**config.mk**
```make
export PLATFORM = sky130hd
export DESIGN_NAME = asb_ctrl
export DESIGN_NICKNAME = d
export VERILOG_FILES = /design/src/asb_pkg.sv /design/src/asb_ctrl.sv
export SDC_FILE = /design/constraint.sdc
export NUM_CORES = 1
export LEC_CHECK = 0
export BUFFER_PORTS_ARGS = -buffer_cell sky130_fd_sc_hd__buf_4
export CAP_MARGIN = 20
export CELL_PAD_IN_SITES_DETAIL_PLACEMENT = 0
export CELL_PAD_IN_SITES_GLOBAL_PLACEMENT = 2
export CORE_ASPECT_RATIO = 1.4
export CORE_MARGIN = 2
export CORE_UTILIZATION = 34
export CTS_BUF_LIST = sky130_fd_sc_hd__clkbuf_4
export CTS_CLUSTER_SIZE = 24
export DETAILED_ROUTE_END_ITERATION = 8
export PLACE_DENSITY = 0.95
export SLEW_MARGIN = 40
export SYNTH_ARGS = -nofsm -noshare
export SYNTH_HDL_FRONTEND = slang
export SYNTH_SLANG_ARGS = --single-unit
```
**constraint.sdc**
```tcl
create_clock -name clock_in -period 2.9 [get_ports clock_in]
set_input_delay 0 -clock clock_in [delete_from_list [all_inputs] [get_ports clock_in]]
set_output_delay 0 -clock clock_in [all_outputs]
set_load 0.02 [all_outputs]
```
**src/asb_pkg.sv**
```systemverilog
// asb_pkg: constants for the host-side controller of an asynchronous static ram
// assumes a 40 MHz system clock; pin timing figures are held in ns and turned into cycles
package asb_pkg;
  // clock rate in kHz, so cycle counts stay integral
  localparam int unsigned CLK_KHZ          = 40000;
  // power-up wait in microseconds before the first access
  localparam int unsigned POWERUP_US       = 200;
  // least cycles for that wait, rounded up
  localparam int unsigned POWERUP_CYC      = (POWERUP_US * CLK_KHZ + 999) / 1000;
  // least read cycle and least write strobe in ns
  localparam int unsigned READ_CYCLE_NS    = 55;
  localparam int unsigned WRITE_PULSE_NS   = 40;
  // least cycles, rounded up, never below one
  localparam int unsigned READ_CYC         = (READ_CYCLE_NS * CLK_KHZ + 999999) / 1000000;
  localparam int unsigned WRITE_CYC        = (WRITE_PULSE_NS * CLK_KHZ + 999999) / 1000000;
  // widths of the counter, address and data
  localparam int unsigned CNT_W            = 14;
  localparam int unsigned ADDR_W           = 22;
  localparam int unsigned DATA_W           = 16;
  // values after reset
  localparam logic [DATA_W-1:0] DATA_RST   = 16'h0000;
  localparam logic [ADDR_W-1:0] ADDR_RST   = 22'h000000;
  localparam logic [CNT_W-1:0]  CNT_RST    = 14'h0000;

  // controller states, one-hot
  typedef enum logic [4:0] {
    ASB_POWERUP = 5'b00001,  // waiting out the power-up time
    ASB_IDLE    = 5'b00010,  // deselected, ready for a request
    ASB_SETUP   = 5'b00100,  // address and lanes set, strobe not yet asserted
    ASB_ACTIVE  = 5'b01000,  // strobe or output drive asserted
    ASB_DONE    = 5'b10000   // strobe released, answer presented
  } asb_state_t;
endpackage : asb_pkg

```
**src/asb_ctrl.sv**
```systemverilog
// asb_ctrl: host controller driving an asynchronous static ram through its pins
// assumes the sram pins are wired straight to the ports; data pins are split in/out/enable
// and the wire level is resolved outside; the width strap is fixed while out of reset
`timescale 1ns/1ps
`default_nettype none

// Function
// - write: primary low, secondary high, strobe low
// - read: selects on, drive low, strobe high
// - width strap picks word or byte mode
// - host waits 200 us after power-up
// - write spans overlap of all enables
module asb_ctrl
  import asb_pkg::*;
#(
  parameter int unsigned POWERUP_CYCLES = POWERUP_CYC  // shorten in simulation
) (
  // clock and reset
  input  wire  logic              clock_in,
  input  wire  logic              rstn_in,
  // width strap: high word-wide, low byte-wide
  input  wire  logic              word_mode_in,
  // user request
  input  wire  logic              req_valid_in,
  input  wire  logic              req_write_in,
  input  wire  logic [ADDR_W-1:0] req_addr_in,
  input  wire  logic [DATA_W-1:0] req_wdata_in,
  input  wire  logic [1:0]        req_lanes_in,
  output var   logic              req_ready_out,
  output var   logic              rsp_valid_out,
  output var   logic [DATA_W-1:0] rsp_rdata_out,
  // sram pins
  output var   logic [ADDR_W-2:0] sram_addr_out,
  output var   logic              primary_select_n_out,
  output var   logic              secondary_select_out,
  output var   logic              write_strobe_n_out,
  output var   logic              output_drive_n_out,
  output var   logic              upper_lane_select_n_out,
  output var   logic              lower_lane_select_n_out,
  input  wire  logic [DATA_W-1:0] sram_data_in,
  output var   logic [DATA_W-1:0] sram_data_out,
  output var   logic [DATA_W-1:0] sram_data_oe_out
);

  // last counter values for the access phases and the power-up wait, cut to the counter width
  localparam logic [CNT_W-1:0] RD_LAST = CNT_W'(READ_CYC - 1);
  localparam logic [CNT_W-1:0] WR_LAST = CNT_W'(WRITE_CYC - 1);
  localparam logic [CNT_W-1:0] PU_LAST = CNT_W'(POWERUP_CYCLES - 1);

  // whole state of the controller
  typedef struct packed {
    asb_state_t        st;        // phase of the access
    logic [CNT_W-1:0]  cnt;       // phase timer
    logic              wr;        // current access is a write
    logic              word;      // width strap caught after reset
    logic              rdy;       // ready for a request
    logic              rvld;      // answer pulse
    logic [DATA_W-1:0] rdata;     // answer data
    logic [ADDR_W-2:0] addr;      // address pins
    logic              sel_n;     // primary select
    logic              sel2;      // secondary select
    logic              we_n;      // write strobe
    logic              oe_n;      // output drive control
    logic              ub_n;      // upper lane select
    logic              lb_n;      // lower lane select
    logic [DATA_W-1:0] dout;      // data driven onto the pins
    logic [DATA_W-1:0] doe;       // per-bit drive enable
  } asb_ctrl_t;

  asb_ctrl_t cur;       // registered state
  asb_ctrl_t next_cur;  // next state

  // two-flop synchronisers for the pin inputs
  logic [DATA_W-1:0] data_meta;  // first stage, read only by second
  logic [DATA_W-1:0] data_sync;  // safe sampled data
  logic              strap_meta; // first stage of strap
  logic              strap_sync; // safe strap

  // synchronise the asynchronous returns
  always_ff @(posedge clock_in) begin
    data_meta  <= sram_data_in;
    data_sync  <= data_meta;
    strap_meta <= word_mode_in;
    strap_sync <= strap_meta;
  end

  // lane selects from a request; byte mode leaves lanes unused (held inactive high is wrong,
  // both high deselects), so byte mode asserts both lanes low which the device ignores
  function automatic logic [1:0] lane_n(input logic word, input logic [1:0] lanes);
    lane_n = word ? ~lanes : 2'b00;
  endfunction : lane_n

  // next-state logic
  always_comb begin
    next_cur      = cur;
    next_cur.rvld = 1'b0;
    unique case (cur.st)
      ASB_POWERUP: begin
        // hold everything deselected until the supply has settled
        if (cur.cnt == PU_LAST) begin
          next_cur.st   = ASB_IDLE;
          next_cur.rdy  = 1'b1;
          next_cur.word = strap_sync;
          next_cur.cnt  = CNT_RST;
        end else begin
          next_cur.cnt = cur.cnt + 1'b1;
        end
      end
      ASB_IDLE: begin
        if (req_valid_in) begin
          // set address and lanes first so the enables overlap a settled address
          next_cur.rdy  = 1'b0;
          next_cur.wr   = req_write_in;
          next_cur.sel_n = 1'b0;
          next_cur.sel2  = 1'b1;
          {next_cur.ub_n, next_cur.lb_n} = lane_n(cur.word, req_lanes_in);
          if (cur.word) begin
            next_cur.addr = req_addr_in[ADDR_W-2:0];
            next_cur.dout = req_wdata_in;
          end else begin
            // byte mode: lowest address bit rides on the top data line
            next_cur.addr = req_addr_in[ADDR_W-1:1];
            next_cur.dout = {req_addr_in[0], 7'h00, req_wdata_in[7:0]};
          end
          // top line drives as address in byte mode for reads as well
          next_cur.doe  = req_write_in ? (cur.word ? 16'hffff : 16'h80ff)
                        : (cur.word ? 16'h0000 : 16'h8000);
          next_cur.st   = ASB_SETUP;
        end
      end
      ASB_SETUP: begin
        // assert the strobe only once address and lanes are stable
        if (cur.wr) begin
          next_cur.we_n = 1'b0;
        end else begin
          next_cur.oe_n = 1'b0;
        end
        next_cur.cnt = CNT_RST;
        next_cur.st  = ASB_ACTIVE;
      end
      ASB_ACTIVE: begin
        // address and lanes are frozen during the overlap
        if (cur.cnt == (cur.wr ? WR_LAST : RD_LAST) + 2'd2) begin
          next_cur.we_n = 1'b1;  // write ends as the strobe rises
          next_cur.oe_n = 1'b1;
          if (!cur.wr) begin
            // synchroniser delay is covered by the two extra cycles
            next_cur.rdata = cur.word ? data_sync : {8'h00, data_sync[7:0]};
          end
          next_cur.st = ASB_DONE;
        end else begin
          next_cur.cnt = cur.cnt + 1'b1;
        end
      end
      ASB_DONE: begin
        // deselect and release the bus; device returns to standby
        next_cur.sel_n = 1'b1;
        next_cur.sel2  = 1'b0;
        next_cur.ub_n  = 1'b1;
        next_cur.lb_n  = 1'b1;
        next_cur.doe   = 16'h0000;
        next_cur.rvld  = 1'b1;
        next_cur.rdy   = 1'b1;
        next_cur.st    = ASB_IDLE;
      end
      default: begin
        next_cur.st = ASB_POWERUP;
      end
    endcase
  end

  // state register with synchronous reset
  always_ff @(posedge clock_in) begin
    if (!rstn_in) begin
      cur       <= '0;
      cur.st    <= ASB_POWERUP;
      cur.sel_n <= 1'b1;
      cur.we_n  <= 1'b1;
      cur.oe_n  <= 1'b1;
      cur.ub_n  <= 1'b1;
      cur.lb_n  <= 1'b1;
      cur.word  <= 1'b1;
    end else begin
      cur <= next_cur;
    end
  end

  // outputs straight from the state register
  assign req_ready_out           = cur.rdy;
  assign rsp_valid_out           = cur.rvld;
  assign rsp_rdata_out           = cur.rdata;
  assign sram_addr_out           = cur.addr;
  assign primary_select_n_out    = cur.sel_n;
  assign secondary_select_out    = cur.sel2;
  assign write_strobe_n_out      = cur.we_n;
  assign output_drive_n_out      = cur.oe_n;
  assign upper_lane_select_n_out = cur.ub_n;
  assign lower_lane_select_n_out = cur.lb_n;
  assign sram_data_out           = cur.dout;
  assign sram_data_oe_out        = cur.doe;

  // host never drives the lower data lines while the device may drive them
  AST_NO_CLASH: assert property (@(posedge clock_in) disable iff (!rstn_in)
    !cur.oe_n |-> (cur.doe[7:0] == 8'h00))
    else $error("host drives data during read");
  // write strobe only while both selects are active
  AST_WR_SEL: assert property (@(posedge clock_in) disable iff (!rstn_in)
    !cur.we_n |-> (!cur.sel_n && cur.sel2 && cur.oe_n))
    else $error("write strobe without selects");
  // read drive only with strobe high and selects on
  AST_RD_SEL: assert property (@(posedge clock_in) disable iff (!rstn_in)
    !cur.oe_n |-> (cur.we_n && !cur.sel_n && cur.sel2))
    else $error("read without selects");
  // address and lanes stable throughout the write overlap
  AST_WR_STABLE: assert property (@(posedge clock_in) disable iff (!rstn_in)
    (!cur.we_n && !$past(cur.we_n)) |-> ($stable(cur.addr) && $stable({cur.ub_n, cur.lb_n})))
    else $error("address moved during write");
  // strobe pulse lasts the full least width
  AST_WR_WIDTH: assert property (@(posedge clock_in) disable iff (!rstn_in)
    $fell(cur.we_n) |-> !cur.we_n[*2])
    else $error("write pulse too short");
  // write data on the pins while the strobe is low
  AST_WR_DATA: assert property (@(posedge clock_in) disable iff (!rstn_in)
    !cur.we_n |-> (cur.doe[7:0] == 8'hff))
    else $error("write data not driven");
  // word-mode upper byte driven while writing it
  AST_WR_HI: assert property (@(posedge clock_in) disable iff (!rstn_in)
    (!cur.we_n && cur.word && !cur.ub_n) |-> (cur.doe[15:8] == 8'hff))
    else $error("upper byte not driven");
  // no access before the power-up wait
  AST_PWRUP: assert property (@(posedge clock_in) disable iff (!rstn_in)
    (cur.st == ASB_POWERUP) |-> (cur.sel_n && !cur.rdy))
    else $error("access during power-up");
  // each accepted request answers within a bounded time
  AST_ANSWER: assert property (@(posedge clock_in) disable iff (!rstn_in)
    (cur.rdy && req_valid_in) |-> ##[3:12] cur.rvld)
    else $error("no answer");
  // back in idle the device is deselected
  AST_IDLE_DESEL: assert property (@(posedge clock_in) disable iff (!rstn_in)
    (cur.st == ASB_IDLE) |-> (cur.sel_n && !cur.sel2 && cur.doe == 16'h0000))
    else $error("idle not deselected");

  // main scenarios
  COV_WRITE: cover property (@(posedge clock_in) disable iff (!rstn_in) $rose(cur.we_n));
  COV_READ:  cover property (@(posedge clock_in) disable iff (!rstn_in) cur.rvld && !cur.wr);
  COV_BYTE:  cover property (@(posedge clock_in) disable iff (!rstn_in) !cur.word && cur.rvld);

endmodule : asb_ctrl

`default_nettype wire

```
==> results.md <==
Run status:
- The flow ran to the end, and the final reports show no timing, DRC or antenna violations.

Final layout:
- The sequential cells in the finished layout cover a total of 2390 sq um.
- The final standard cell utilization of the core is 45.7%.
- The post-route netlist has a little over a quarter of its cells at a drive strength greater than 1.
- The area growth from synthesis to final layout is 32.8%.
- The multi-input combinational cell area is 1880 sq um.
- The total number of nets in the final design is 726.
- Fill cells in the final layout number 1,406.

Global route:
- The first-pass GRT wire length is 20.0 mm.
- Summed over all layers, the global routing overflow is 0.
- For this run, the total global-route usage over all layers was measured as 16.3%.
- Entering global routing, the biggest net connects 66 pins.
- The initial antenna violation count was 1.
- The via count of the first global-routing pass came to 4,155.

Critical path:
- The depth of the worst register-to-register path is 5.
- The slowest cell on the critical path is nand3b_1.
- The cell type group with the largest total delay on the critical path is simple AND/OR/NAND/NOR gates.
- The destination of the worst register-to-register timing path is rsp_rdata_out[9].
- The reg-to-reg critical path startpoint is cur[81].
- The number of buffers and inverters on the critical path is 0.
- On the worst path, the slowest cell contributes a delay of 540 ps.
- The maximum net fanout on the critical path is 16.
- In this run the worst setup path begins at cur[81].
- Data on the critical path arrives at its endpoint at 2730 ps.
- STA classifies the critical path startpoint as a register.
- For the worst setup path, the data required time is 3300 ps.
- The setup path with the least slack is of type reg2reg.
- Traced cell by cell, the critical path runs through nor4b_1 -> o2111a_1 -> nand3b_1 -> nand2_1 -> a21boi_0.
- Setup slack on the worst reg-to-reg path comes out at 570 ps.
- The nature of the critical path endpoint is a register.

STA:
- Timing would allow up to 429 MHz.
- The final number of max-transition violations was 0.
- The final sum of negative setup slack is 0 ps.
- The tightest hold path in the finished design has a slack of 119 ps.
- The final count of hold timing violations is 0.
- The number of setup violations in the final report is 0.
- The worst slew slack as a fraction of its limit is 49.1%.
- Setup repair after global routing left no endpoint under its margin.
- The worst path needs 2330 ps of the cycle, external delays included.
- The actual transition at the worst max-transition pin is 762 ps.
- The share of the cycle needed by the critical path after routing is slightly above 80%.
- Between clock sinks in the finished design, the worst skew comes to between 20 and 25 ps.

Worst hold path:
- The startpoint of the tightest hold check path is sram_data_in[5].
- The end point of the most critical hold path is data_meta[5].
- The worst hold path was traced through 2 stages.
- The type of the worst min-delay path is in2reg.

Clock network:
- The number of clock buffers inserted by TritonCTS is 17.
- Clock tree synthesis found a total of 119 sinks.
- The clock transition at the register clock pins on the worst setup and hold paths after CTS is 120 ps.
- After clock tree synthesis, the setup repair step added 0 buffers.
- The latest clock arrival within the worst-skew pair is between 500 and 600 ps.
- The clock tree from TritonCTS is built.
- CTS placed an instance of clkbuf_4 at the clock tree root.
- The buffer depth of the longest clock path is 2.
- The H-tree generated during clock tree synthesis spans 4 levels.

Power:
- The maximum vdd ir drop is between 0.2 and 0.25 mV.
- The reported leakage power is ~3.0 nW.
- Registers are responsible for 55.5% of the overall power.
- The combinational power share is under 10%.
- Net switching is a little over a quarter of the power.
- The part of the total power dissipated in the clock network is a little over a third.
- The power spent charging and discharging nets is ~0.8 mW.
- Cell internal power was estimated by the tool at 2.27 mW.
- Dividing total power by cell area gives a power density of 469 nW/um^2.

Synthesis:
- Synthesis produced a netlist with a net count of 596.
- Of all flip-flops after synthesis, the portion carrying an async set or reset was 0%.
- The cell taking the most area after synthesis is dfxtp_1.
- In this run, synthesis produced a sequential element count of between 100 and 150.
- For this run, the number of Yosys warnings is 0.
- The count of flip-flops with a built-in enable after synthesis is 0.
- The cell count after synthesis came out at 534.
- Summed over its instances, the top area cell type makes up 48.4% of the synthesized netlist area.
- The sequential cell area fraction in the yosys report is around 48%.
- The average instance in the mapped netlist occupies 9.22 sq um.
- Summing every instance area after synthesis gives roughly 5000 sq um.
- The synthesized netlist contains 46 unique library cells.
- After synthesis, the cell types taking the most area are dfxtp_1, buf_4, nand2_1.
- In the synthesized netlist the dominant register cell turns out to be dfxtp_1.

Floorplan:
- roughly 140 I/O pins were placed.
- The die covers roughly 15,000 sq um.
- In this run the horizontal extent of the chip is 106 um.
- The floorplan has 52 rows.
- The vertical extent of the die is between 100 and 150 um.
- The initial utilization of the core area, before any placement, comes to 34.4%.
- The area of the core is 14,300 sq um.

Drt:
- For this block, the routed nets add up to 12.4 mm of wire.
- In the final routed layout, each cell accounts on average for 14.3 um.
- The remaining number of nets flagged by the antenna check after routing is 0.
- The total number of vias is 4,120.
- The first routing iteration left 158 violations.
- The number of vias per cell is 4.75.
- The detailed-router iteration count before antenna repair is 4.
- After detailed routing, the number of remaining DRC violations is 0.

Place:
- The sum of net half-perimeters after detailed placement is 7.90 mm.
- At the end of routability-driven placement, the weighted congestion stood at 0.796.
- The number of input and output port buffers inserted is 137.

Job:
- Across the run, the number of max-cap violations was 0.
## synth_stat cells, types with 2 or more instances
| cell | instances |
|---|---|
| a21oi_1 | 26 |
| and2_1 | 2 |
| xor2_1 | 3 |
| nor4_1 | 4 |
| a21boi_0 | 18 |
| buf_1 | 6 |
| o211a_1 | 21 |
| nor2_1 | 22 |
| a22oi_1 | 2 |
| mux2i_1 | 22 |
| buf_4 | 70 |
| inv_1 | 2 |
| nand4_1 | 3 |
| nand3b_1 | 3 |
| nand2_1 | 85 |
| nand3_1 | 33 |
| and4_1 | 3 |
| o211ai_1 | 2 |
| o22ai_1 | 2 |
| o31ai_1 | 3 |
| a211oi_1 | 4 |
| or3_1 | 5 |
| a21o_1 | 2 |
| buf_2 | 7 |
| clkbuf_1 | 18 |
| o21ai_0 | 13 |
| and3_1 | 6 |
| a2bb2oi_1 | 2 |
| or4_1 | 4 |
| nor2b_1 | 2 |
| dfxtp_1 | 119 |
| xnor2_1 | 6 |
## worst reg2reg max path: stages, from the launching register on
cell	delay (ps)
dfxtp_1	480
nor4b_1	410
o2111a_1	440
nand3b_1	540
nand2_1	240
a21boi_0	100
## final cells by class
type / count / share of cell area (%)
multi-input cells: 311 / 28.7
diodes: 1 / 0.0382
flip-flops and latches: 119 / 36.5
inverters: 2 / 0.115
repair buffers: 213 / 27.1
clock buffers: 18 / 2.07
well taps: 189 / 3.61
clock inverters: 14 / 1.91
## worst max path at each step
stage                       endpoint  slack [ps]  cells after the start
finish              rsp_rdata_out[9]         570                      5
global route        rsp_rdata_out[9]         400                      5
CTS                 rsp_rdata_out[9]         570                      5
detailed placement  rsp_rdata_out[9]         610                      5
global placement             cur[90]         790                      5
floorplan                    cur[90]        1020                      7
## logic make-up (layout without fill, tap and decap cells)
kind of cell	Yosys count	after routing	share of synthesized area (%)
AO/OA/AOI/OAI	100	100	14.5
XOR/XNOR	9	9	1.60
adder cells (fa/ha/maj)	1	1	0.254
buffers and inverters	104	247	13.6
flip-flops	119	119	48.4
multiplexers	22	22	4.47
other	0	1	0
AND/OR/NAND/NOR	179	179	17.3
## metal layers
metal  up-vias  track usage [%]  part of all wire [%]
li1       2045                -                     -
met1      1937             17.0                    40
met2       119             30.0                    53
met3        19             5.71                   5.3
met4         0             5.86                   1.8
met5         -                0                     0
## power by group through the flow
stage | clock (mW) | sequential (mW) | combinational [mW]
global placement | 0 | 1.74 | 0.185
global route | 1.22 | 1.71 | 0.290
floorplan | 0 | 1.73 | 0.107
CTS | 1.15 | 1.70 | 0.264
detailed placement | 0 | 1.74 | 0.187
finish | 1.10 | 1.70 | 0.266
## stage by stage
stage / setup WS, ps / instances / cell area [sq um] / power [mW]
2_1_floorplan: 1020 / 534 / 4930 / 1.84
3_3_place_gp: 788 / 764 / 5580 / 1.92
3_5_place_dp: 606 / 764 / 5580 / 1.93
4_1_cts: 569 / 866 / 6540 / 3.12
5_1_grt: 396 / 867 / 6540 / 3.22
6_report: 568 / 867 / 6540 / 3.07
## cells in the final DEF, fill, tap and decap left out, drive strengths merged, types with 2 or more instances in the layout
cell type	count
o22ai	2
or3	5
dlygate4sd3	70
nor4	5
mux2i	22
xnor2	6
clkinv	7
clkbuf	18
nor2	22
o31ai	3
inv	6
and2	2
nand3b	3
dfxtp	119
o211a	21
nand4	3
or4	4
o211ai	2
a21oi	26
a21boi	18
nor2b	2
nand3	33
nand2	85
buf	143
and3	6
clkinvlp	2
a21o	2
a2bb2oi	2
and4	3
xor2	3
a22oi	2
a211oi	4
o21ai	13
## timing repair
action	4_1_cts	5_1_grt
hold buffers	70	0
endpoints found under the hold margin	85	0
resized for setup	0	0
## sequential cells by signal, indices dropped and copies added, names as in the netlist, 3 cells and up
name and count:
rsp_rdata_out 16, cur 21, data_meta 16, sram_data_oe_out 3, data_sync 16, sram_addr_out 21
sram_data_out 16
Note: power is estimated with default switching activity, not from simulation.
